`config.mk`:
```
export PLATFORM = sky130hd
export DESIGN_NAME = bbs_host
export DESIGN_NICKNAME = d
export VERILOG_FILES = /design/src/verilog/bbs_pkg.sv /design/src/verilog/bbs_sync.sv /design/src/verilog/bbs_host.sv
export SDC_FILE = /design/constraint.sdc
export NUM_CORES = 1
export LEC_CHECK = 0
export ABC_AREA = 1
export ABC_CLOCK_PERIOD_IN_PS = 6400
export BUFFER_PORTS_ARGS = -buffer_cell sky130_fd_sc_hd__buf_4
export CAP_MARGIN = 10
export CORE_MARGIN = 2
export CORE_UTILIZATION = 55
export CTS_CLUSTER_SIZE = 14
export DETAILED_ROUTE_END_ITERATION = 6
export HOLD_SLACK_MARGIN = 0.03
export PLACE_DENSITY = 0.76
export SYNTH_ARGS = -nofsm -noshare
export SYNTH_HDL_FRONTEND = slang
export SYNTH_HIERARCHICAL = 1
export SYNTH_SLANG_ARGS = --single-unit
```
`constraint.sdc`:
```
create_clock -name core_clk_i -period 6.4 [get_ports core_clk_i]
set_input_delay 0.64 -clock core_clk_i [delete_from_list [all_inputs] [get_ports core_clk_i]]
set_output_delay 0.64 -clock core_clk_i [all_outputs]
set_load 0.02 [all_outputs]
```
`src/verilog/bbs_pkg.sv`:
```
// package: constants, timing and carrier types for the battery-backed sram host controller
// ****************************************************************
// ****************************************************************
package bbs_pkg;

  localparam int unsigned ADDR_W         = 13;
  localparam int unsigned DATA_W         = 8;
  localparam int unsigned CLK_PERIOD_PS  = 25000;

  // ****************************************************************
  // timing figures as printed
  // ****************************************************************
  localparam int unsigned ACC_ADDR_NS    = 100;
  localparam int unsigned ACC_SEL_NS     = 100;
  localparam int unsigned ACC_DRV_NS     = 50;
  localparam int unsigned HOLD_ADDR_NS   = 10;
  localparam int unsigned SETUP_STRB_NS  = 50;
  localparam int unsigned DATA_HOLD_NS   = 5;
  localparam int unsigned STRB_LOW_NS    = 80;
  localparam int unsigned CYCLE_NS       = 100;
  localparam int unsigned RECOVERY_MS    = 1;

  function automatic int unsigned ns_to_cyc(input int unsigned ns);
    int unsigned c;
    c = (ns * 1000 + CLK_PERIOD_PS - 1) / CLK_PERIOD_PS;
    return (c < 1) ? 1 : c;
  endfunction

  localparam int unsigned RD_ACC_CYC = ns_to_cyc(ACC_ADDR_NS) > ns_to_cyc(ACC_SEL_NS) ?
                                       ns_to_cyc(ACC_ADDR_NS) : ns_to_cyc(ACC_SEL_NS);
  localparam int unsigned DRV_ACC_CYC = ns_to_cyc(ACC_DRV_NS);
  localparam int unsigned WR_LOW_CYC  = ns_to_cyc(STRB_LOW_NS) > ns_to_cyc(SETUP_STRB_NS) ?
                                        ns_to_cyc(STRB_LOW_NS) : ns_to_cyc(SETUP_STRB_NS);
  localparam int unsigned TAIL_CYC    = ns_to_cyc(HOLD_ADDR_NS) > ns_to_cyc(DATA_HOLD_NS) ?
                                        ns_to_cyc(HOLD_ADDR_NS) : ns_to_cyc(DATA_HOLD_NS);
  localparam int unsigned CYCLE_CYC   = ns_to_cyc(CYCLE_NS);
  localparam int unsigned RECOVERY_CYC_DEF = (RECOVERY_MS * 1000000000) / CLK_PERIOD_PS;
  localparam int unsigned CNT_W       = 16;

  // ****************************************************************
  // carrier types
  // ****************************************************************
  typedef struct packed {
    logic              wr;
    logic [ADDR_W-1:0] addr;
    logic [DATA_W-1:0] wdata;
  } bbs_req_t;

  typedef struct packed {
    logic              sel_n;
    logic              drv_n;
    logic              strb_n;
    logic [ADDR_W-1:0] addr;
  } bbs_pins_t;

  typedef enum logic [2:0] {
    ST_IDLE,
    ST_RD,
    ST_WR_SETUP,
    ST_WR,
    ST_TAIL,
    ST_GAP
  } bbs_state_t;

endpackage

```
`src/verilog/bbs_sync.sv`:
```
// two-flop synchroniser for pin inputs
`timescale 1ns/100ps
`default_nettype none
module bbs_sync #(
  parameter int unsigned W = 1
) (
  input  wire logic         clk_i,
  input  wire logic         rst_i,
  input  wire logic [W-1:0] d_i,
  output logic      [W-1:0] q_o
);

  logic [W-1:0] s1_r;
  logic [W-1:0] s2_r;
  logic [W-1:0] s1_nxt;
  logic [W-1:0] s2_nxt;

  always_comb begin
    s1_nxt = d_i;
    s2_nxt = s1_r;
  end

  always_ff @(posedge clk_i or posedge rst_i) begin
    if (rst_i) begin
      s1_r <= '0;
      s2_r <= '0;
    end else begin
      s1_r <= s1_nxt;
      s2_r <= s2_nxt;
    end
  end

  assign q_o = s2_r;

endmodule
`default_nettype wire

```
`src/verilog/bbs_host.sv`:
```
// host-side controller driving the battery-backed 8k x 8 sram pins
`timescale 1ns/100ps
`default_nettype none
module bbs_host
  import bbs_pkg::*;
#(
  parameter int unsigned RECOVERY_CYC = RECOVERY_CYC_DEF
) (
  input  wire logic              core_clk_i,
  input  wire logic              rst_i,
  input  wire bbs_req_t          req_i,
  input  wire logic              req_valid_i,
  output logic                   req_ready_o,
  output logic [DATA_W-1:0]      rdata_o,
  output logic                   rdata_valid_o,
  output logic                   wr_done_o,
  input  wire logic              supply_ok_i,
  output logic                   mem_ready_o,
  output bbs_pins_t              pins_o,
  output logic [DATA_W-1:0]      dq_o,
  output logic                   dq_oe_n_o,
  input  wire logic [DATA_W-1:0] dq_i
);

  // ****************************************************************
  // pin input synchronisers
  // ****************************************************************
  logic [DATA_W-1:0] dq_s;
  logic              sup_s;

  bbs_sync #(.W(DATA_W + 1)) u_sync (
    .clk_i (core_clk_i),
    .rst_i (rst_i),
    .d_i   ({supply_ok_i, dq_i}),
    .q_o   ({sup_s, dq_s})
  );

  // ****************************************************************
  // power-up recovery counter
  // ****************************************************************
  logic [31:0] rec_r;
  logic [31:0] rec_nxt;
  logic        pwr_ok_r;
  logic        pwr_ok_nxt;

  always_comb begin
    rec_nxt    = rec_r;
    pwr_ok_nxt = pwr_ok_r;
    if (!sup_s) begin
      rec_nxt    = '0;
      pwr_ok_nxt = 1'b0;
    end else if (!pwr_ok_r) begin
      if (rec_r >= 32'(RECOVERY_CYC)) begin
        pwr_ok_nxt = 1'b1;
      end else begin
        rec_nxt = rec_r + 32'h0000_0001;
      end
    end
  end

  always_ff @(posedge core_clk_i or posedge rst_i) begin
    if (rst_i) begin
      rec_r    <= '0;
      pwr_ok_r <= 1'b0;
    end else begin
      rec_r    <= rec_nxt;
      pwr_ok_r <= pwr_ok_nxt;
    end
  end

  // ****************************************************************
  // access sequencer
  // ****************************************************************
  bbs_state_t        st_r;
  bbs_state_t        st_nxt;
  logic [CNT_W-1:0]  cnt_r;
  logic [CNT_W-1:0]  cnt_nxt;
  logic [CNT_W-1:0]  cyc_r;
  logic [CNT_W-1:0]  cyc_nxt;
  bbs_pins_t         pins_r;
  bbs_pins_t         pins_nxt;
  logic [DATA_W-1:0] dq_r;
  logic [DATA_W-1:0] dq_nxt;
  logic              oe_n_r;
  logic              oe_n_nxt;
  logic [DATA_W-1:0] rdata_r;
  logic [DATA_W-1:0] rdata_nxt;
  logic              rv_r;
  logic              rv_nxt;
  logic              wd_r;
  logic              wd_nxt;
  logic              rdy_r;
  logic              rdy_nxt;

  localparam logic [CNT_W-1:0] RD_WAIT  = CNT_W'(RD_ACC_CYC + 2);
  localparam logic [CNT_W-1:0] WR_WAIT  = CNT_W'(WR_LOW_CYC);
  localparam logic [CNT_W-1:0] TAIL_W   = CNT_W'(TAIL_CYC);
  localparam logic [CNT_W-1:0] CYC_MIN  = CNT_W'(CYCLE_CYC);
  localparam logic [CNT_W-1:0] ONE      = CNT_W'(1);

  always_comb begin
    st_nxt    = st_r;
    cnt_nxt   = cnt_r;
    cyc_nxt   = (cyc_r == '1) ? cyc_r : cyc_r + ONE;
    pins_nxt  = pins_r;
    dq_nxt    = dq_r;
    oe_n_nxt  = oe_n_r;
    rdata_nxt = rdata_r;
    rv_nxt    = 1'b0;
    wd_nxt    = 1'b0;
    rdy_nxt   = 1'b0;
    unique case (st_r)
      ST_IDLE: begin
        pins_nxt.sel_n  = 1'b1;
        pins_nxt.drv_n  = 1'b1;
        pins_nxt.strb_n = 1'b1;
        oe_n_nxt        = 1'b1;
        if (pwr_ok_r && sup_s && req_valid_i && rdy_r) begin
          rdy_nxt       = 1'b0;
          pins_nxt.addr = req_i.addr;
          cnt_nxt       = '0;
          cyc_nxt       = '0;
          if (req_i.wr) begin
            dq_nxt   = req_i.wdata;
            st_nxt   = ST_WR_SETUP;
          end else begin
            pins_nxt.sel_n = 1'b0;
            pins_nxt.drv_n = 1'b0;
            st_nxt         = ST_RD;
          end
        end else begin
          rdy_nxt = pwr_ok_r && sup_s;
        end
      end
      ST_RD: begin
        cnt_nxt = cnt_r + ONE;
        if (cnt_r >= RD_WAIT) begin
          rdata_nxt      = dq_s;
          rv_nxt         = 1'b1;
          pins_nxt.sel_n = 1'b1;
          pins_nxt.drv_n = 1'b1;
          cnt_nxt        = '0;
          st_nxt         = ST_GAP;
        end
      end
      ST_WR_SETUP: begin
        pins_nxt.sel_n  = 1'b0;
        pins_nxt.strb_n = 1'b0;
        oe_n_nxt        = 1'b0;
        cnt_nxt         = ONE;
        st_nxt          = ST_WR;
      end
      ST_WR: begin
        cnt_nxt = cnt_r + ONE;
        if (cnt_r >= WR_WAIT) begin
          pins_nxt.strb_n = 1'b1;
          cnt_nxt         = '0;
          st_nxt          = ST_TAIL;
        end
      end
      ST_TAIL: begin
        cnt_nxt = cnt_r + ONE;
        if (cnt_r + ONE >= TAIL_W) begin
          pins_nxt.sel_n = 1'b1;
          oe_n_nxt       = 1'b1;
          wd_nxt         = 1'b1;
          cnt_nxt        = '0;
          st_nxt         = ST_GAP;
        end
      end
      ST_GAP: begin
        if (cyc_r >= CYC_MIN) begin
          st_nxt = ST_IDLE;
        end
      end
      default: begin
        st_nxt = ST_IDLE;
      end
    endcase
    if (!sup_s && st_r != ST_IDLE) begin
      pins_nxt.sel_n  = 1'b1;
      pins_nxt.drv_n  = 1'b1;
      pins_nxt.strb_n = 1'b1;
      oe_n_nxt        = 1'b1;
      rdy_nxt         = 1'b0;
      st_nxt          = ST_IDLE;
    end
  end

  always_ff @(posedge core_clk_i or posedge rst_i) begin
    if (rst_i) begin
      st_r    <= ST_IDLE;
      cnt_r   <= '0;
      cyc_r   <= '0;
      pins_r  <= '{sel_n: 1'b1, drv_n: 1'b1, strb_n: 1'b1, addr: '0};
      dq_r    <= '0;
      oe_n_r  <= 1'b1;
      rdata_r <= '0;
      rv_r    <= 1'b0;
      wd_r    <= 1'b0;
      rdy_r   <= 1'b0;
    end else begin
      st_r    <= st_nxt;
      cnt_r   <= cnt_nxt;
      cyc_r   <= cyc_nxt;
      pins_r  <= pins_nxt;
      dq_r    <= dq_nxt;
      oe_n_r  <= oe_n_nxt;
      rdata_r <= rdata_nxt;
      rv_r    <= rv_nxt;
      wd_r    <= wd_nxt;
      rdy_r   <= rdy_nxt;
    end
  end

  assign pins_o        = pins_r;
  assign dq_o          = dq_r;
  assign dq_oe_n_o     = oe_n_r;
  assign rdata_o       = rdata_r;
  assign rdata_valid_o = rv_r;
  assign wr_done_o     = wd_r;
  assign req_ready_o   = rdy_r;
  assign mem_ready_o   = pwr_ok_r;

endmodule
`default_nettype wire

```
==> flow_summary.toml, run 1 <==
[logic_synthesis]
post-synth-top-count-cell = "nand2_1"
synth_top_cells_by_count = "nand2_1, dfrtp_1, nor2_1, inv_1, nand3_1"
yosys.area_share.simple = 0.287
post_syn_instances = 660
flip_flop_cell_with_the_highest_count_after_synthesis = "dfrtp_1"
post-synth-top-area-cell = "dfrtp_1"
yosys.area.top_type_share = 0.521
synth_cell_types = 37
yosys.area_share.adder = 0.0177
synth_edf_count = 0
syn_area_per_cell_um2 = 8.59
synth_xor_xnor_area_share = 0.0155
yosysWarningCount = 6
synth.net_count = 702
synth.area.mux_share = 0.0159
largest_family_of_logic_cells_by_synthesized_area = "simple AND/OR/NAND/NOR gates"
async_set_reset_flop_share_out_of_synthesis = 1.00
synth.ff_latch_count = 122
ys_seq_area_frac = 0.540
mappedNetlistArea_mm2 = 0.00567
synth-compound-area-share = 0.0603
synth.area.top_cells = "dfrtp_1, nand2_1, nor2_1"

[detailed_routing]
drt_wl_total_um = 12100
drt_first_pass_iters = 5
first_iter_violations = 285
drc = 0
wl_per_cell_um = 13.6
route.vias.total = 4693
detail-route-antenna-nets = 0
route.detailed.vias_per_inst = 5.28

[power_and_ir_drop]
worst_ir_drop_vdd_mv = 0.217
seqPwrFrac = 0.440
total_power_divided_by_cell_area_mw_per_mm2 = 257
share_comb_of_total_power = 0.023
clock_power_share = 0.537
power.leakage_uw = 0.00375
power.switching_uw = 412
power_switching_share = 0.232
cell_internal_pwr_uw = 1370

[grt]
globalRoute.totalOverflow = 0
grt_pass1_vias = 4582
pin_count_of_the_biggest_net_entering_global_routing = 85
grt.total_usage = 0.235
first_pass_grt_wire_length_um = 20600
antenna_found_initial = 0

[worst_hold_path]
timing.hold.worst.class = "primary input to asynchronous set/reset pin"

[sta]
final_max_slew_viol_count = 0
fin_crit_period_ns = 2.32
tightest_slew_ns = 1.01
fin_skew_ns = 0.00718
grt_setup_unrepaired = "no"
finalCritPeriodShare = 0.363
timing.fmax_ghz = 0.431
fin_hold_ws_ns = 0.0651
slew-limit-headroom = 0.324
post_route_setup_tns_ns = 0
final-hold-violation-count = 0
setup_viol = 0

[final_layout]
fillers = 802
syn_to_final_growth_pct = 22.0
n_antenna_cell = 0
finish.instance_area_mm2 = 0.00691
num-nets-final = 781
drive_above_1_share = 0.186

[setup_path]
start_kind = "flip-flop"
worst-setup-path-type = "flip-flop to flip-flop"
timing.critical_path.fanout_max = 28
worstSetupEndpointType = "flip-flop"
worst-endpoint-arrival_ns = 2.73
critical_path_required_ns = 6.81

[floorplanning]
dieArea_mm2 = 0.0111
die_height_um = 106
top_level_ports = 71
site_row_count = 37
die_x_um = 106
starting_utilization_of_the_core_area = 0.556
design.core.area_mm2 = 0.0102

[clock_tree]
ctsHoldBuffers = 0
h_tree_level_count = 4
tritoncts.num_buffers = 17
tritoncts_num_sinks = 122
clock_tree.buffer_depth = 2
clock-root-buffer = "clkbuf_8"
cts_repair_resize_count = 0
post_cts_buffers = 0
insertion_delay_ns = 0.52
cts.reportedPaths.clkPinSlew_ns = 0.06
cts_tree = "yes"

[placed_design]
routabilityCongestion = 0.865
post_dp_area_mm2 = 0.00632
dp_hpwl_um = 8390
io_buffers = 70

[status]
status = "completed"

[run]
max-cap-violations = 0
==> state kept, by name, summed over array words and instances, names as in the netlist <==
| register | flops |
|---|---|
| rec_r | 32 |
| st_r | 3 |
| mem_ready_o | 1 |
| dq_o | 8 |
| wr_done_o | 1 |
| rdata_o | 8 |
| u_sync/q_o | 9 |
| req_ready_o | 1 |
| cnt_r | 16 |
| rdata_valid_o | 1 |
| dq_oe_n_o | 1 |
| cyc_r | 16 |
| pins_o | 16 |
| u_sync/s1_r | 9 |
==> layout by cell type (no fill, tap or decap), types with 3 or more instances in the layout <==
cell type / count
nand3_1: 34
xor2_1: 6
nor2_4: 5
dfstp_2: 4
nor2_2: 5
ha_1: 8
buf_4: 72
a21oi_1: 20
nand2_1: 175
nor4_1: 11
clkbuf_16: 16
dfrtp_1: 118
a31oi_1: 5
nor3_1: 18
nor2_1: 77
mux2_2: 6
clkinv_1: 3
nand4_1: 18
inv_1: 75
inv_8: 3
inv_6: 7
o21ai_0: 19
nand3_2: 3
nand2_2: 8
xnor2_1: 4
o31ai_1: 3
a211oi_1: 6
==> routing by layer <==
| layer | global-route usage | share of wire |
|---|---|---|
| met1 | 0.296 | 0.42 |
| met2 | 0.387 | 0.52 |
| met3 | 0.0625 | 0.045 |
| met4 | 0.0940 | 0.019 |
| met5 | 0 | 0 |
==> cell families (layout without fill, tap and decap cells) <==
| group | count (synthesis) | after routing |
|---|---|---|
| and+or+nand+nor | 360 | 360 |
| DFF | 122 | 122 |
| buffers and inverters | 93 | 185 |
| AOI/OAI and AO/OA | 59 | 59 |
| xor gates and xnor gates | 10 | 10 |
| adders and majority gates | 8 | 8 |
| muxes | 8 | 8 |
==> per-stage QoR <==
stage / total power, uW / worst slack [ns] / utilization / std cells
after floorplan: 814 / 3.03 / - / 660
after global placement: 835 / 4.12 / 0.621 / 856
after detailed placement: 837 / 4.04 / 0.621 / 856
after CTS: 1800 / 4.07 / 0.679 / 888
after global routing: 1840 / 3.83 / 0.679 / 888
final: 1780 / 4.08 / 0.679 / 888
==> worst max-delay path, cell delays in order (launching register included) <==
cell	delay, ns
dfrtp_1	0.32
buf_4	0.29
nand4_1	0.27
nor2_4	0.56
inv_1	0.45
o21ai_0	0.22
nor2_1	0.07
==> final timing paths <==
kind / from / endpoint / slack (ns) / depth (start not counted)
hold reg to reg: u_sync/s1_r[7] / u_sync/q_o[7] / 0.35 / 0
setup reg to reg: u_sync/q_o[8] / cyc_r[6] / 4.08 / 6
min in group core_clk_i: dq_i[2] / u_sync/s1_r[2] / 0.22 / 1
setup / recovery: u_sync/q_o[8] / cyc_r[6] / 4.08 / 6
max in group asynchronous: rst_i / cnt_r[15] / 5.05 / 3
hold / removal: rst_i / rdata_o[5] / 0.07 / 2
==> power groups by stage <==
stage / combinational, uW / clock (uW) / sequential (uW)
after floorplan: 19.3 / 0 / 795
after global routing: 46.9 / 1010 / 782
after CTS: 42.1 / 971 / 781
final: 40.7 / 955 / 782
after detailed placement: 41.9 / 0 / 795
after global placement: 40.3 / 0 / 795
==> layout make-up <==
cell class                      instances  area, um2  area share
Timing Repair Buffer                   72        541      0.0782
Clock inverter                         15        179      0.0259
Tap cell                              136        170      0.0246
Clock buffer                           17        414      0.0599
Multi-Input combinational cell        445       2240       0.325
Inverter                               81        308      0.0445
Sequential cell                       122       3060       0.442
No activity file was read; power rests on OpenSTA's default activity.
==> inputs of run 2 (changes only) <==
- ABC_CLOCK_PERIOD_IN_PS: 6400 -> 2360
- clock period: 6.4 -> 2.36 ns (I/O delays scaled with it)
==> flow_summary.toml, run 2 (synthesized netlist as in run 1, its figures left out) <==
[final_layout]
fillers = 744
mostFrequentLayoutCells = "nand2_1, dfrtp_1, nor2_1"
max_reg_flops = 32
multi_input_comb_area_mm2 = 0.00224
n_antenna_cell = 0
post-route-util = 0.717
drive_above_1_share = 0.185
final_common_cell = "nand2_1"
seq_area_mm2 = 0.00306
num-nets-final = 819
syn_to_final_growth_pct = 28.9
largest_register = "rec_r"

[detailed_routing]
wl_per_cell_um = 14.3
first_iter_violations = 323
drt_first_pass_iters = 7
detail-route-antenna-nets = 0
drc = 2
route.vias.total = 4881
route.detailed.vias_per_inst = 5.27
drt_wl_total_um = 13200

[sta]
slew-limit-headroom = 0.540
timing.fmax_ghz = 0.490
final_max_slew_viol_count = 0
finalCritPeriodShare = 0.865
tightest_slew_ns = 0.689
post_route_setup_tns_ns = 0
fin_crit_period_ns = 2.04
final-hold-violation-count = 0
fin_skew_ns = 0.00711
setup_viol = 0
grt_setup_unrepaired = "no"

[setup_path]
worst-endpoint-arrival_ns = 2.47
worstSetupEndpointType = "flip-flop"
critical_path_required_ns = 2.79
crit_path_max_incr_delay_ns = 0.51
critPathSlowestCell = "dfrtp_1"
critical-path-top-cell-by-count = "nand2_1"
worst-setup-path-type = "flip-flop to flip-flop"
critical_path_cell_sequence = "ha_1, nand2_1, nor2_4, nand2_2, nand2_1, nand2_1, nor2_1, nand2_1, nor2_4, nand4_4, nand4_1, nand2_1"
timing.critical_path.fanout_max = 8
start_kind = "flip-flop"

[clock_tree]
post_cts_buffers = 0
tritoncts_num_sinks = 122
clock_tree.buffer_depth = 2
cts.reportedPaths.clkPinSlew_ns = 0.06
cts_tree = "yes"
h_tree_level_count = 4
tritoncts.num_buffers = 17
insertion_delay_ns = 0.54
clock-root-buffer = "clkbuf_8"

[worst_hold_path]
timing.hold.worst.class = "primary input to flip-flop"

[run]
max-cap-violations = 0

[status]
status = "complete, but fails checks"
violated_checks = "DRC"

[placed_design]
dp_hpwl_um = 8820
routabilityCongestion = 0.905
io_buffers = 70

[power_and_ir_drop]
total_power_divided_by_cell_area_mw_per_mm2 = 668
power.leakage_uw = 0.00392
worst_ir_drop_vdd_mv = 0.692

[grt]
grt_pass1_vias = 4899
antenna_found_initial = 0
globalRoute.totalOverflow = 0
first_pass_grt_wire_length_um = 22900
pin_count_of_the_biggest_net_entering_global_routing = 48
grt.total_usage = 0.261

[floorplanning]
starting_utilization_of_the_core_area = 0.556
die_height_um = 106
top_level_ports = 71
design.core.area_mm2 = 0.0102
site_row_count = 37
dieArea_mm2 = 0.0111
die_x_um = 106
[run 2: cell count changes in the layout (fill, tap and decap cells not counted)]
cell,delta
inv_4,-1
buf_12,+2
buf_4,+4
clkinv_2,+1
dlygate4sd3_1,+32
[run 2: what timing repair did]
action	CTS	global route
endpoints found under the hold margin	76	0
hold buffers	32	0
gates resized for setup	0	0
[run 2: final timing paths]
kind,from,endpoint,slack (ns),cells past startpoint
worst max-delay path,cnt_r[0],st_r[0],0.32,12
max in group asynchronous,rst_i,pins_o[8],1.35,4
worst min-delay path,req_valid_i,req_ready_o,0.23,4
worst min register to register,u_sync/s1_r[7],u_sync/q_o[7],0.34,0
min in group asynchronous,rst_i,u_sync/q_o[2],0.34,3
worst max register to register,cnt_r[0],st_r[0],0.32,12
[run 2: worst max-delay path, delay by kind of cell (launching register included)]
family                   cells  cell delay (ns)
AND/OR/NAND/NOR             11             1.15
flip-flops                   1             0.51
adder cells (fa/ha/maj)      1             0.26
[run 2: area by class of cell]
| cell class | count | area share |
|---|---|---|
| clock buffer | 17 | 0.0567 |
| clock inverter | 15 | 0.0242 |
| inverter | 81 | 0.0423 |
| multi-input combinational | 445 | 0.307 |
| sequential | 122 | 0.419 |
| tap | 136 | 0.0233 |
| timing repair buffer | 110 | 0.127 |
[run 2: report_power, final]
group	internal [uW]	switching, uW	total (uW)
Combinational	84.9	79.7	165
Clock	1550	1050	2590
Sequential	2110	8.37	2120
Total	3740	1140	4880
[run 2: metrics by stage]
| stage | hold WS, ns | cells | instance area (um2) | power [uW] | setup slack (ns) |
|---|---|---|---|---|---|
| final | 0.232 | 926 | 7300 | 4880 | 0.318 |
| after global placement | 0.334 | 862 | 6390 | 2270 | 0.467 |
| after floorplan | 0.175 | 660 | 5670 | 2210 | 0.593 |
| after CTS | 0.221 | 926 | 7300 | 4910 | 0.340 |
| after detailed placement | 0.335 | 862 | 6390 | 2280 | 0.348 |
| after global routing | 0.254 | 926 | 7300 | 5040 | 0.102 |
[run 2: layer usage]
metal | vias to the layer above | part of all wire | GRT usage | wire, um
met1 | 2351 | 0.42 | 0.322 | 5520
met3 | 21 | 0.047 | 0.0748 | 621
met2 | 138 | 0.52 | 0.435 | 6840
met4 | 0 | 0.017 | 0.101 | 227
li1 | 2371 | - | - | -
met5 | - | 0 | 0 | 0
